[src/include/mspc_pkg.sv]
package mspc_pkg;
	// Register byte offsets on the AXI4-Lite port
	localparam logic [7:0] ADDR_CTRL = 8'h00;
	localparam logic [7:0] ADDR_TIMEOUT = 8'h04;
	localparam logic [7:0] ADDR_STATUS = 8'h08;
	localparam logic [7:0] ADDR_MASK = 8'h0C;
	localparam logic [7:0] ADDR_RXDATA = 8'h10;
	localparam logic [7:0] ADDR_TXDATA = 8'h14;
	// Control word and data register fields
	localparam int CTRL_NODE_LSB = 0;
	localparam int CTRL_BAUD_LSB = 8;
	localparam int CTRL_PROTO_LSB = 10;
	localparam int CTRL_FAULT_LSB = 13;
	localparam int TX_SOF_BIT = 8;
	localparam int TX_EOF_BIT = 9;
	localparam int RX_VALID_BIT = 8;
	localparam int RX_BCAST_BIT = 9;
	// Status / mask bit positions
	localparam int ST_RX_BYTE = 0;
	localparam int ST_FRAME = 1;
	localparam int ST_TX_DONE = 2;
	localparam int ST_ERR = 3;
	localparam int ST_TMO = 4;
	localparam int ST_W = 5;
	// Reset values, limits and the first RTU protocol code
	localparam logic [7:0] NODE_RST = 8'h01;
	localparam logic [7:0] NODE_MAX = 8'hFE;
	localparam logic [1:0] BAUD_RST = 2'h1;
	localparam logic [2:0] PROTO_RST = 3'h0;
	localparam logic [2:0] PROTO_MAX = 3'h5;
	localparam logic [2:0] PROTO_RTU0 = 3'h3;
	localparam logic [1:0] FAULT_RST = 2'h3;
	localparam logic [9:0] TMO_RST = 10'h000;
	localparam logic [9:0] TMO_MAX = 10'h258;
	// Timing
	localparam int CLK_HZ = 40000000;
	localparam int BAUD_0 = 4800;
	localparam int BAUD_1 = 9600;
	localparam int BAUD_2 = 19200;
	localparam int BAUD_3 = 38400;
	localparam int SILENCE_MS = 10;
	localparam int SILENCE_CYC = SILENCE_MS * (CLK_HZ / 1000);
	localparam int TENTH_MS = 100;
	localparam int TENTH_CYC = TENTH_MS * (CLK_HZ / 1000);
	// Frame characters, broadcast address and response codes
	localparam logic [7:0] CH_COLON = 8'h3A;
	localparam logic [7:0] CH_CR = 8'h0D;
	localparam logic [7:0] CH_LF = 8'h0A;
	localparam logic [7:0] CH_ZERO = 8'h30;
	localparam logic [7:0] CH_NINE = 8'h39;
	localparam logic [7:0] CH_A = 8'h41;
	localparam logic [7:0] CH_F = 8'h46;
	localparam logic [7:0] BCAST_ADDR = 8'h00;
	localparam logic [1:0] RESP_OKAY = 2'h0;
	localparam logic [1:0] RESP_SLVERR = 2'h2;

	typedef struct packed {
		logic eight;
		logic par_en;
		logic par_odd;
		logic two_stop;
	} mspc_fmt_t;

	typedef enum logic [1:0] {
		FR_IDLE = 2'b00,
		FR_ADDR = 2'b01,
		FR_BODY = 2'b11,
		FR_DROP = 2'b10
	} mspc_fr_t;

	function automatic mspc_fmt_t fmt_of(input logic [2:0] p);
		mspc_fmt_t f;
		f.eight = (p >= PROTO_RTU0);
		f.par_en = (p != 3'h0) && (p != 3'h3);
		f.par_odd = (p == 3'h2) || (p == 3'h5);
		f.two_stop = !f.par_en;
		return f;
	endfunction

	function automatic logic [13:0] baud_div(input logic [1:0] b);
		case (b)
			2'h0: baud_div = 14'(CLK_HZ / BAUD_0);
			2'h1: baud_div = 14'(CLK_HZ / BAUD_1);
			2'h2: baud_div = 14'(CLK_HZ / BAUD_2);
			default: baud_div = 14'(CLK_HZ / BAUD_3);
		endcase
	endfunction

	function automatic logic [4:0] hex_dec(input logic [7:0] c);
		if (c >= CH_ZERO && c <= CH_NINE)
			hex_dec = {1'b1, 4'(c - CH_ZERO)};
		else if (c >= CH_A && c <= CH_F)
			hex_dec = {1'b1, 4'(c - CH_A + 8'h0A)};
		else
			hex_dec = 5'h00;
	endfunction

	function automatic logic [7:0] hex_enc(input logic [3:0] n);
		hex_enc = (n < 4'hA) ? (CH_ZERO + {4'h0, n}) : (CH_A + {4'h0, n} - 8'h0A);
	endfunction

	function automatic logic [31:0] strb_merge(input logic [31:0] o, input logic [31:0] n,
			input logic [3:0] s);
		for (int i = 0; i < 4; i++)
			strb_merge[i*8 +: 8] = s[i] ? n[i*8 +: 8] : o[i*8 +: 8];
	endfunction
endpackage

[src/mspc_port.sv]
`timescale 1ns/1ps
`default_nettype none
module mspc_port #(
	parameter int SILENCE_CYCLES = mspc_pkg::SILENCE_CYC,
	parameter int TENTH_CYCLES = mspc_pkg::TENTH_CYC
) (
	// Clock and reset
	input wire logic mclk_i,
	input wire logic rstn_i,
	// AXI4-Lite slave
	input wire logic s_axi_awvalid_i,
	input wire logic [7:0] s_axi_awaddr_i,
	output logic s_axi_awready_o,
	input wire logic s_axi_wvalid_i,
	input wire logic [31:0] s_axi_wdata_i,
	input wire logic [3:0] s_axi_wstrb_i,
	output logic s_axi_wready_o,
	output logic s_axi_bvalid_o,
	output logic [1:0] s_axi_bresp_o,
	input wire logic s_axi_bready_i,
	input wire logic s_axi_arvalid_i,
	input wire logic [7:0] s_axi_araddr_i,
	output logic s_axi_arready_o,
	output logic s_axi_rvalid_o,
	output logic [31:0] s_axi_rdata_o,
	output logic [1:0] s_axi_rresp_o,
	input wire logic s_axi_rready_i,
	// RS-485 line
	input wire logic rxd_i,
	output logic txd_o,
	output logic txd_oe_o,
	// Drive reaction
	output logic irq_o,
	output logic comm_timeout_error_code_o,
	output logic warn_o,
	output logic ramp_stop_o,
	output logic coast_stop_o
);
	import mspc_pkg::*;

	logic [7:0] node_address_setting;
	logic [1:0] baud_setting;
	logic [2:0] protocol_format_setting;
	logic [1:0] fault_treatment_setting;
	logic [9:0] bus_timeout_setting;
	logic [ST_W-1:0] status, irq_mask, ev;
	logic ev_rx, ev_frame, ev_err, ev_tx, ev_tmo;
	mspc_fmt_t fmt;
	logic ascii_mode;
	logic [13:0] bit_div;
	logic [3:0] char_len;

	assign fmt = fmt_of(protocol_format_setting);
	assign ascii_mode = protocol_format_setting < PROTO_RTU0;
	assign bit_div = baud_div(baud_setting);
	assign char_len = 4'(1 + (fmt.eight ? 8 : 7) + (fmt.par_en ? 1 : 0) + (fmt.two_stop ? 2 : 1));

	// AXI4-Lite: address and data latched independently, answered once both held
	logic aw_hold, w_hold, wr_fire, rd_fire;
	logic [7:0] aw_addr;
	logic [31:0] w_data, wr_val, rd_val, ctrl_word;
	logic [3:0] w_strb;
	logic [7:0] rx_data;
	logic rx_valid, bcast;

	assign s_axi_awready_o = !aw_hold && !s_axi_bvalid_o;
	assign s_axi_wready_o = !w_hold && !s_axi_bvalid_o;
	assign s_axi_arready_o = !s_axi_rvalid_o;
	assign wr_fire = aw_hold && w_hold && !s_axi_bvalid_o;
	assign rd_fire = s_axi_arvalid_i && s_axi_arready_o;
	assign ctrl_word = {17'h0, fault_treatment_setting, protocol_format_setting, baud_setting,
		node_address_setting};
	assign wr_val = strb_merge(aw_addr == ADDR_CTRL ? ctrl_word : 32'h0, w_data, w_strb);

	always_ff @(posedge mclk_i or negedge rstn_i) begin
		if (!rstn_i) begin
			aw_hold <= 1'b0;
			w_hold <= 1'b0;
			aw_addr <= 8'h00;
			w_data <= 32'h0;
			w_strb <= 4'h0;
			s_axi_bvalid_o <= 1'b0;
			s_axi_bresp_o <= RESP_OKAY;
		end else begin
			if (s_axi_awvalid_i && s_axi_awready_o) begin
				aw_hold <= 1'b1;
				aw_addr <= s_axi_awaddr_i;
			end
			if (s_axi_wvalid_i && s_axi_wready_o) begin
				w_hold <= 1'b1;
				w_data <= s_axi_wdata_i;
				w_strb <= s_axi_wstrb_i;
			end
			if (wr_fire) begin
				aw_hold <= 1'b0;
				w_hold <= 1'b0;
				s_axi_bvalid_o <= 1'b1;
				s_axi_bresp_o <= (aw_addr[7:2] <= ADDR_TXDATA[7:2] && aw_addr[1:0] == 2'h0) ?
					RESP_OKAY : RESP_SLVERR;
			end else if (s_axi_bready_i) begin
				s_axi_bvalid_o <= 1'b0;
			end
		end
	end

	always_comb begin
		case (s_axi_araddr_i)
			ADDR_CTRL: rd_val = ctrl_word;
			ADDR_TIMEOUT: rd_val = {22'h0, bus_timeout_setting};
			ADDR_STATUS: rd_val = {27'h0, status};
			ADDR_MASK: rd_val = {27'h0, irq_mask};
			ADDR_RXDATA: rd_val = {22'h0, bcast, rx_valid, rx_data};
			ADDR_TXDATA: rd_val = 32'h0;
			default: rd_val = 32'h0;
		endcase
	end

	always_ff @(posedge mclk_i or negedge rstn_i) begin
		if (!rstn_i) begin
			s_axi_rvalid_o <= 1'b0;
			s_axi_rdata_o <= 32'h0;
			s_axi_rresp_o <= RESP_OKAY;
		end else if (rd_fire) begin
			s_axi_rvalid_o <= 1'b1;
			s_axi_rdata_o <= rd_val;
			s_axi_rresp_o <= (s_axi_araddr_i[7:2] <= ADDR_TXDATA[7:2] &&
				s_axi_araddr_i[1:0] == 2'h0) ? RESP_OKAY : RESP_SLVERR;
		end else if (s_axi_rready_i) begin
			s_axi_rvalid_o <= 1'b0;
		end
	end

	// Configuration; out-of-range values leave the field untouched
	always_ff @(posedge mclk_i or negedge rstn_i) begin
		if (!rstn_i) begin
			node_address_setting <= NODE_RST;
			baud_setting <= BAUD_RST;
			protocol_format_setting <= PROTO_RST;
			fault_treatment_setting <= FAULT_RST;
			bus_timeout_setting <= TMO_RST;
			irq_mask <= '0;
		end else if (wr_fire) begin
			if (aw_addr == ADDR_CTRL) begin
				if (wr_val[CTRL_NODE_LSB +: 8] != 8'h00 && wr_val[CTRL_NODE_LSB +: 8] <= NODE_MAX)
					node_address_setting <= wr_val[CTRL_NODE_LSB +: 8];
				baud_setting <= wr_val[CTRL_BAUD_LSB +: 2];
				if (wr_val[CTRL_PROTO_LSB +: 3] <= PROTO_MAX)
					protocol_format_setting <= wr_val[CTRL_PROTO_LSB +: 3];
				fault_treatment_setting <= wr_val[CTRL_FAULT_LSB +: 2];
			end
			if (aw_addr == ADDR_TIMEOUT && wr_val[9:0] <= TMO_MAX)
				bus_timeout_setting <= wr_val[9:0];
			if (aw_addr == ADDR_MASK)
				irq_mask <= wr_val[ST_W-1:0];
		end
	end

	// Sticky status; a new event beats a same-cycle write-one-to-clear
	always_ff @(posedge mclk_i or negedge rstn_i) begin
		if (!rstn_i)
			status <= '0;
		else
			status <= (status & ~((wr_fire && aw_addr == ADDR_STATUS) ? wr_val[ST_W-1:0] : '0)) | ev;
	end
	assign irq_o = |(status & irq_mask);
	assign ev = {ev_tmo, ev_err, ev_tx, ev_frame, ev_rx};

	// Receiver: sample mid-bit, counting from the start edge
	logic rx_busy, rx_done, rx_bad, par_bit, stop_ok;
	logic [13:0] rx_cnt;
	logic [3:0] rx_idx;
	logic [10:0] rx_sh;
	logic [7:0] rx_char;
	logic [4:0] hx;

	always_ff @(posedge mclk_i or negedge rstn_i) begin
		if (!rstn_i) begin
			rx_busy <= 1'b0;
			rx_cnt <= 14'h0;
			rx_idx <= 4'h0;
			rx_sh <= 11'h7FF;
			rx_done <= 1'b0;
		end else begin
			rx_done <= rx_busy && rx_cnt == 14'h0 && rx_idx == char_len - 4'h1;
			if (!rx_busy) begin
				if (!rxd_i) begin
					rx_busy <= 1'b1;
					rx_cnt <= bit_div >> 1;
					rx_idx <= 4'h0;
				end
			end else if (rx_cnt == 14'h0) begin
				rx_sh[rx_idx] <= rxd_i;
				rx_cnt <= bit_div;
				if (rx_idx == char_len - 4'h1)
					rx_busy <= 1'b0;
				else
					rx_idx <= rx_idx + 4'h1;
			end else begin
				rx_cnt <= rx_cnt - 14'h1;
			end
		end
	end

	assign rx_char = fmt.eight ? rx_sh[8:1] : {1'b0, rx_sh[7:1]};
	assign par_bit = fmt.eight ? rx_sh[9] : rx_sh[8];
	assign stop_ok = rx_sh[char_len - 4'h1] && (!fmt.two_stop || rx_sh[char_len - 4'h2]);
	assign rx_bad = rx_sh[0] || !stop_ok || (fmt.par_en && ((^{rx_char, par_bit}) != fmt.par_odd));
	assign hx = hex_dec(rx_char);

	// Line silence, shared by RTU framing and reply spacing
	logic [$clog2(SILENCE_CYCLES+1)-1:0] gap_cnt;
	logic gap_full, ser_busy;
	assign gap_full = gap_cnt == ($bits(gap_cnt))'(SILENCE_CYCLES);
	always_ff @(posedge mclk_i or negedge rstn_i) begin
		if (!rstn_i)
			gap_cnt <= '0;
		else if (rx_busy || ser_busy)
			gap_cnt <= '0;
		else if (!gap_full)
			gap_cnt <= gap_cnt + 1'b1;
	end

	// Frame layer
	mspc_fr_t fr_state;
	logic nib_phase, cr_seen, got_byte;
	logic [3:0] hi_nib;
	logic [7:0] byte_val;

	always_comb begin
		got_byte = 1'b0;
		byte_val = 8'h00;
		if (rx_done && !rx_bad) begin
			if (ascii_mode) begin
				if ((fr_state == FR_ADDR || fr_state == FR_BODY) && hx[4] && nib_phase && !cr_seen) begin
					got_byte = 1'b1;
					byte_val = {hi_nib, hx[3:0]};
				end
			end else if (fr_state != FR_DROP) begin
				got_byte = 1'b1;
				byte_val = rx_char;
			end
		end
	end

	always_ff @(posedge mclk_i or negedge rstn_i) begin
		if (!rstn_i) begin
			fr_state <= FR_IDLE;
			nib_phase <= 1'b0;
			cr_seen <= 1'b0;
			hi_nib <= 4'h0;
			bcast <= 1'b0;
			ev_rx <= 1'b0;
			ev_frame <= 1'b0;
			ev_err <= 1'b0;
		end else begin
			ev_rx <= 1'b0;
			ev_frame <= 1'b0;
			ev_err <= 1'b0;
			if (rx_done && rx_bad) begin
				fr_state <= FR_DROP;
				ev_err <= 1'b1;
			end else if (got_byte) begin
				nib_phase <= 1'b0;
				if (fr_state == FR_BODY) begin
					ev_rx <= 1'b1;
				end else if (byte_val == node_address_setting || byte_val == BCAST_ADDR) begin
					fr_state <= FR_BODY;
					bcast <= byte_val == BCAST_ADDR;
				end else begin
					fr_state <= FR_DROP;
				end
			end else if (rx_done && ascii_mode) begin
				case (fr_state)
					FR_IDLE, FR_DROP: begin
						if (rx_char == CH_COLON) begin
							fr_state <= FR_ADDR;
							nib_phase <= 1'b0;
							cr_seen <= 1'b0;
						end
					end
					default: begin
						if (rx_char == CH_COLON) begin
							fr_state <= FR_ADDR;
							nib_phase <= 1'b0;
							cr_seen <= 1'b0;
						end else if (rx_char == CH_CR && !cr_seen) begin
							cr_seen <= 1'b1;
						end else if (rx_char == CH_LF && cr_seen) begin
							fr_state <= FR_IDLE;
							ev_frame <= fr_state == FR_BODY;
						end else if (hx[4] && !cr_seen && !nib_phase) begin
							hi_nib <= hx[3:0];
							nib_phase <= 1'b1;
						end else begin
							fr_state <= FR_DROP;
							ev_err <= 1'b1;
						end
					end
				endcase
			end else if (!ascii_mode && gap_full && fr_state != FR_IDLE) begin
				fr_state <= FR_IDLE;
				ev_frame <= fr_state == FR_BODY;
			end
		end
	end

	// Received data holding register; read clears valid unless a byte lands
	always_ff @(posedge mclk_i or negedge rstn_i) begin
		if (!rstn_i) begin
			rx_data <= 8'h00;
			rx_valid <= 1'b0;
		end else if (got_byte && fr_state == FR_BODY) begin
			rx_data <= byte_val;
			rx_valid <= 1'b1;
		end else if (rd_fire && s_axi_araddr_i == ADDR_RXDATA) begin
			rx_valid <= 1'b0;
		end
	end

	// Transmitter: phases 0 colon, 1 high hex, 2 low hex or raw, 3 CR, 4 LF, 5 done
	logic tx_busy, tx_eof, tx_sof, tx_load, tx_wr;
	logic [7:0] tx_byte, tx_char;
	logic [2:0] tx_phase;
	logic [13:0] tx_cnt;
	logic [3:0] tx_left;
	logic [10:0] tx_sh, tx_frame;

	assign ser_busy = tx_left != 4'h0;
	assign tx_wr = wr_fire && aw_addr == ADDR_TXDATA;
	assign tx_load = tx_busy && !ser_busy && tx_phase != 3'h5 && (ascii_mode || !tx_sof || gap_full);
	always_comb begin
		case (tx_phase)
			3'h0: tx_char = CH_COLON;
			3'h1: tx_char = hex_enc(tx_byte[7:4]);
			3'h2: tx_char = ascii_mode ? hex_enc(tx_byte[3:0]) : tx_byte;
			3'h3: tx_char = CH_CR;
			default: tx_char = CH_LF;
		endcase
		tx_frame = '1;
		if (fmt.eight)
			tx_frame[9:0] = {fmt.par_en ? (^tx_char ^ fmt.par_odd) : 1'b1, tx_char, 1'b0};
		else
			tx_frame[8:0] = {fmt.par_en ? (^tx_char[6:0] ^ fmt.par_odd) : 1'b1, tx_char[6:0], 1'b0};
	end

	always_ff @(posedge mclk_i or negedge rstn_i) begin
		if (!rstn_i) begin
			tx_busy <= 1'b0;
			tx_byte <= 8'h00;
			tx_sof <= 1'b0;
			tx_eof <= 1'b0;
			tx_phase <= 3'h5;
			ev_tx <= 1'b0;
		end else begin
			ev_tx <= 1'b0;
			if (!tx_busy && tx_wr && !bcast) begin
				tx_busy <= 1'b1;
				tx_byte <= wr_val[7:0];
				tx_sof <= wr_val[TX_SOF_BIT];
				tx_eof <= wr_val[TX_EOF_BIT];
				tx_phase <= !ascii_mode ? 3'h2 : (wr_val[TX_SOF_BIT] ? 3'h0 : 3'h1);
			end else if (tx_load) begin
				if (tx_phase == 3'h4 || (tx_phase == 3'h2 && (!ascii_mode || !tx_eof)))
					tx_phase <= 3'h5;
				else
					tx_phase <= tx_phase + 3'h1;
			end else if (tx_busy && !ser_busy && tx_phase == 3'h5) begin
				tx_busy <= 1'b0;
				ev_tx <= 1'b1;
			end
		end
	end

	// Serialiser; idle shifts in ones so the line rests high
	always_ff @(posedge mclk_i or negedge rstn_i) begin
		if (!rstn_i) begin
			tx_sh <= 11'h7FF;
			tx_left <= 4'h0;
			tx_cnt <= 14'h0;
		end else if (tx_load) begin
			tx_sh <= tx_frame;
			tx_left <= char_len;
			tx_cnt <= bit_div;
		end else if (ser_busy) begin
			if (tx_cnt == 14'h0) begin
				tx_sh <= {1'b1, tx_sh[10:1]};
				tx_left <= tx_left - 4'h1;
				tx_cnt <= bit_div;
			end else begin
				tx_cnt <= tx_cnt - 14'h1;
			end
		end
	end
	assign txd_o = tx_sh[0];
	assign txd_oe_o = tx_busy;

	// Bus-silence supervisor counted in tenths of a second
	logic [$clog2(TENTH_CYCLES)-1:0] tenth_cnt;
	logic [9:0] tenths;
	always_ff @(posedge mclk_i or negedge rstn_i) begin
		if (!rstn_i) begin
			tenth_cnt <= '0;
			tenths <= 10'h0;
			ev_tmo <= 1'b0;
		end else begin
			ev_tmo <= 1'b0;
			if (rx_done) begin
				tenth_cnt <= '0;
				tenths <= 10'h0;
			end else if (tenth_cnt == ($bits(tenth_cnt))'(TENTH_CYCLES - 1)) begin
				tenth_cnt <= '0;
				if (tenths != 10'h3FF)
					tenths <= tenths + 10'h1;
				if (bus_timeout_setting != 10'h0 && fault_treatment_setting != 2'h3 &&
						tenths + 10'h1 == bus_timeout_setting)
					ev_tmo <= 1'b1;
			end else begin
				tenth_cnt <= tenth_cnt + 1'b1;
			end
		end
	end

	assign comm_timeout_error_code_o = status[ST_TMO];
	assign warn_o = (status[ST_ERR] || status[ST_TMO]) && fault_treatment_setting != 2'h3;
	assign ramp_stop_o = (status[ST_ERR] || status[ST_TMO]) && fault_treatment_setting == 2'h1;
	assign coast_stop_o = (status[ST_ERR] || status[ST_TMO]) && fault_treatment_setting == 2'h2;
endmodule
`default_nettype wire

[config.mk]
export PLATFORM = sky130hd
export DESIGN_NAME = mspc_port
export DESIGN_NICKNAME = d
export VERILOG_FILES = /design/src/include/mspc_pkg.sv /design/src/mspc_port.sv
export SDC_FILE = /design/constraint.sdc
export NUM_CORES = 1
export LEC_CHECK = 0
export BUFFER_PORTS_ARGS = -buffer_cell sky130_fd_sc_hd__buf_2
export CELL_PAD_IN_SITES_DETAIL_PLACEMENT = 0
export CELL_PAD_IN_SITES_GLOBAL_PLACEMENT = 1
export CORE_MARGIN = 3
export CORE_UTILIZATION = 41
export DETAILED_ROUTE_END_ITERATION = 7
export PLACE_DENSITY_LB_ADDON = 0.1
export SETUP_SLACK_MARGIN = 0.15
export SLEW_MARGIN = 20
export SYNTH_ARGS = -nofsm -noshare
export SYNTH_HDL_FRONTEND = slang
export SYNTH_SLANG_ARGS = --single-unit
[constraint.sdc]
create_clock -name mclk_i -period 7.09 [get_ports mclk_i]
set_input_delay 0.709 -clock mclk_i [delete_from_list [all_inputs] [get_ports mclk_i]]
set_output_delay 0.709 -clock mclk_i [all_outputs]
set_load 0.01 [all_outputs]
==> qor.yml <==
pwr_density_cell_nw_per_um2: 304
grt_total_usage: 0.192
grt_pass1_vias: 9769
pre_cts_slack_ps: 3690
worstPathArrival_ps: 3840
drt-initial-drc-count: 725
postCtsSetupBuffers: 0
global_route_wire_length_before_repair_mm: 52.9
fin_crit_ps: 3420
post_route_cells_drive_above_1_share: 0.182
max-cap-violations: 0
r2r_end: "rx_data[2]$_DFFE_PN0N_"
wl_met3_mm: 1.26
synth-seq-cells: 228
die_height_um: 183
filler_cells_inserted: 2972
dp_hpwl_mm: 22.8
synth_edf_count: 0
final_max_slew_viol_count: 0
detail-route-antenna-nets: 0
worstSetupEndpointType: "flip-flop"
layout_worst_path_cycle_share: 0.482
grt_start_max_net_pins: 86
route.vias.total: 9868
worst_clock_skew_ps: 13.9
routed_wl_mm: 32.2
insertion_delay_ps: 540
ff_to_ff_path_depth: 9
reg2reg_setup_slack_ps: 3670
initial_utilization: 0.419
post_detailed_route_drc_marker_count: 0
post_cts_hold_buffer_count: 0
power.ir.vdd_worst_uv: 176
clockRootBuffer: "sky130_fd_sc_hd__clkbuf_16"
top_signal_layer_used: "met4"
critical_path_most_common_cell: "sky130_fd_sc_hd__inv_1"
hold_viol: 0
critical_path.max_stage_delay_ps: 660
dieArea_um2: 33600
crit_fanout: 16
critPathTopFamily: "simple AND/OR/NAND/NOR gates"
post_drt_via_cell_ratio: 5.49
worstSetupPathType: "reg -> reg"
finalSetupViolations: 0
firstDrtPassIters: 5
floorplan.io_pins: 108
grt_setup_unrepaired: "no"
p_total_mw: 4.39
holdCritPathClass: "in -> async"
static-leakage-power_nw: 6.34
route.layer.met1.wl_mm: 15.9
slew_headroom: 0.275
seqCellArea_um2: 5740
postSynthAreaPerCell_um2: 9.67
cp.required_ps: 7510
tritoncts_clock_tree: "yes"
crit-reg2reg-launch: "rx_sh[1]$_DFFE_PN1P_"
clock-sinks: 228
asyncSetResetFlopFracSynth: 1.00
slew_of_the_pin_with_the_lowest_slew_margin_ps: 1090
crit_path_cell_trace: "inv_1 -> ha_1 -> a32o_1 -> nor3_2 -> o211a_1 -> nand3_2 -> or2_2 -> inv_1 -> mux2_2"
syn_inst: 1333
yosys_most_used_dff: "sky130_fd_sc_hd__dfrtp_1"
totalNegativeSetupSlack_ps: 0
clockBufferDepth: 3
timing.critical_path.from: "rx_sh[1]$_DFFE_PN1P_"
floorplan.rows: 64
core_area_um2: 30700
maxClockFrequency_mhz: 293
endpoint: "rx_data[2]$_DFFE_PN0N_"
global_route_congestion_overflow_total: 0
area_overhead_of_the_layout_relative_to_synthesis_pct: 12.0
met2_wirelength_mm: 14.5
place.gp.congestion: 0.819
floorplan.die.width_um: 183
antennaDiodeCount: 0
yosys_warnings: 0
ctsResizeCount: 0
grt_antenna_before_repair: 1
critical_path_buf_inv_count: 2
clk_transition_reported_paths_ps: 60
syn_area_um2: 12900
cp_slowest_cell: "sky130_fd_sc_hd__dfstp_2"
cts_max_level: 1
tritoncts.num_buffers: 27
critPathLaunchType: "flip-flop"
status: "complete, no violations"
placement.io_buffers: 69
synth_sequential_area_ratio: 0.445
design.final.nets: 1473
cp_num_cells: 9
multiInputGateArea_um2: 6640
yosys.cell_types.count: 96
detail_route.wl_per_cell_um: 17.9
post-route-worst-setup-slack_ps: 3670
-- metal layers --
metal	vias up	GRT usage
li1	4861	-
met1	4807	0.279
met2	165	0.309
met3	35	0.0234
met4	0	0.0399
met5	-	0
-- worst reg2reg max path: stages, from the launching register on --
cell and delay [ps]:
sky130_fd_sc_hd__dfstp_2 660, sky130_fd_sc_hd__inv_1 110, sky130_fd_sc_hd__ha_1 220, sky130_fd_sc_hd__a32o_1 260, sky130_fd_sc_hd__nor3_2 560, sky130_fd_sc_hd__o211a_1 300
sky130_fd_sc_hd__nand3_2 200, sky130_fd_sc_hd__or2_2 500, sky130_fd_sc_hd__inv_1 150, sky130_fd_sc_hd__mux2_2 340
-- per-stage QoR --
stage | area (um^2) | instances | util | hold WS [ps]
final | 14400 | 1798 | 0.469 | 178
after global routing | 14400 | 1798 | 0.469 | 215
after CTS | 14400 | 1798 | 0.469 | 196
after detailed placement | 13400 | 1748 | 0.437 | 418
after global placement | 13400 | 1748 | 0.437 | 414
after floorplan | 13000 | 1351 | - | 404
-- cell type report --
cell class | count | share of cell area
Clock inverter | 12 | 0.0138
Inverter | 42 | 0.0109
Timing Repair Buffer | 78 | 0.0293
Multi-Input combinational cell | 1004 | 0.460
Clock buffer | 38 | 0.0538
Sequential cell | 228 | 0.398
Tap cell | 396 | 0.0343
-- flip-flops by register name, summed over array words and instances, names as in the netlist, 10 cells and up --
name,flops
bus_timeout_setting,10
tenth_cnt,22
rx_sh,11
s_axi_rdata_o,15
w_data,15
rx_cnt,14
tx_cnt,14
tx_sh,10
tenths,10
gap_cnt,19
-- where the power goes --
group	leakage [nW]	internal (mW)	switching (mW)
Clock	0.465	0.945	0.557
Combinational	2.96	0.495	0.617
Sequential	2.92	1.53	0.242
Total	6.34	2.97	1.42
-- cell usage in the layout, fill, tap and decap left out, types with 10 or more instances in the layout --
cell and n:
sky130_fd_sc_hd__o22a_1 11, sky130_fd_sc_hd__a21o_1 13, sky130_fd_sc_hd__nor3_1 35, sky130_fd_sc_hd__nor4_1 13
sky130_fd_sc_hd__or3_1 12, sky130_fd_sc_hd__o21ai_0 79, sky130_fd_sc_hd__o21ai_1 15, sky130_fd_sc_hd__xnor2_1 37
sky130_fd_sc_hd__mux2_1 10, sky130_fd_sc_hd__conb_1 19, sky130_fd_sc_hd__and3_1 13, sky130_fd_sc_hd__nand4_1 15
sky130_fd_sc_hd__buf_2 68, sky130_fd_sc_hd__nor2b_1 12, sky130_fd_sc_hd__mux2i_1 10, sky130_fd_sc_hd__inv_1 41
sky130_fd_sc_hd__a31oi_1 14, sky130_fd_sc_hd__mux2_2 67, sky130_fd_sc_hd__nand3_1 42, sky130_fd_sc_hd__nor2_1 125
sky130_fd_sc_hd__dfstp_2 27, sky130_fd_sc_hd__ha_1 32, sky130_fd_sc_hd__dfrtp_1 201, sky130_fd_sc_hd__o31ai_1 12
sky130_fd_sc_hd__a222oi_1 11, sky130_fd_sc_hd__clkbuf_16 27, sky130_fd_sc_hd__nand2_1 151, sky130_fd_sc_hd__xor2_1 41
sky130_fd_sc_hd__a21oi_1 49
-- cells in the mapped netlist, drive strengths merged, types with 13 or more instances --
library cell	number	share of area
dfrtp	201	0.39
nand2	152	0.045
nor2	126	0.037
o21ai	96	0.038
mux2	77	0.067
a21oi	50	0.020
clkbuf	45	0.013
nand3	43	0.017
inv	42	0.012
xor2	41	0.028
xnor2	39	0.029
nor3	37	0.016
buf	32	0.020
ha	32	0.031
dfstp	27	0.055
nand4	15	0.0073
a21o	14	0.0083
a31oi	14	0.0068
and3	14	0.0069
nor4	14	0.0080
o31ai	13	0.0080
or3	13	0.0064
-- worst min-delay path by stage --
stage	start	end	slack (ps)
after floorplan	ev_rx$_DFF_PN0_	status[0]$_DFF_PN0_	400
after global placement	ev_tmo$_DFF_PN0_	status[4]$_DFF_PN0_	410
after detailed placement	ev_tmo$_DFF_PN0_	status[4]$_DFF_PN0_	420
after CTS	rstn_i	tx_cnt[9]$_DFFE_PN0P_	200
after global routing	rstn_i	tx_left[3]$_DFFE_PN0P_	210
final	rstn_i	tx_left[3]$_DFFE_PN0P_	180
-- cells by family (layout without fill, tap and decap cells) --
kind of cell	after synthesis	count (layout)	synth area share
muxes	87	87	0.0751
and+or+nand+nor	486	486	0.185
xor gates and xnor gates	83	83	0.0621
AOI/OAI and AO/OA	297	297	0.156
other	1	19	0.000291
adders and majority gates	32	32	0.0311
DFF	228	228	0.445
buffers and inverters	119	170	0.0450
(Power assumes the default switching activity.)
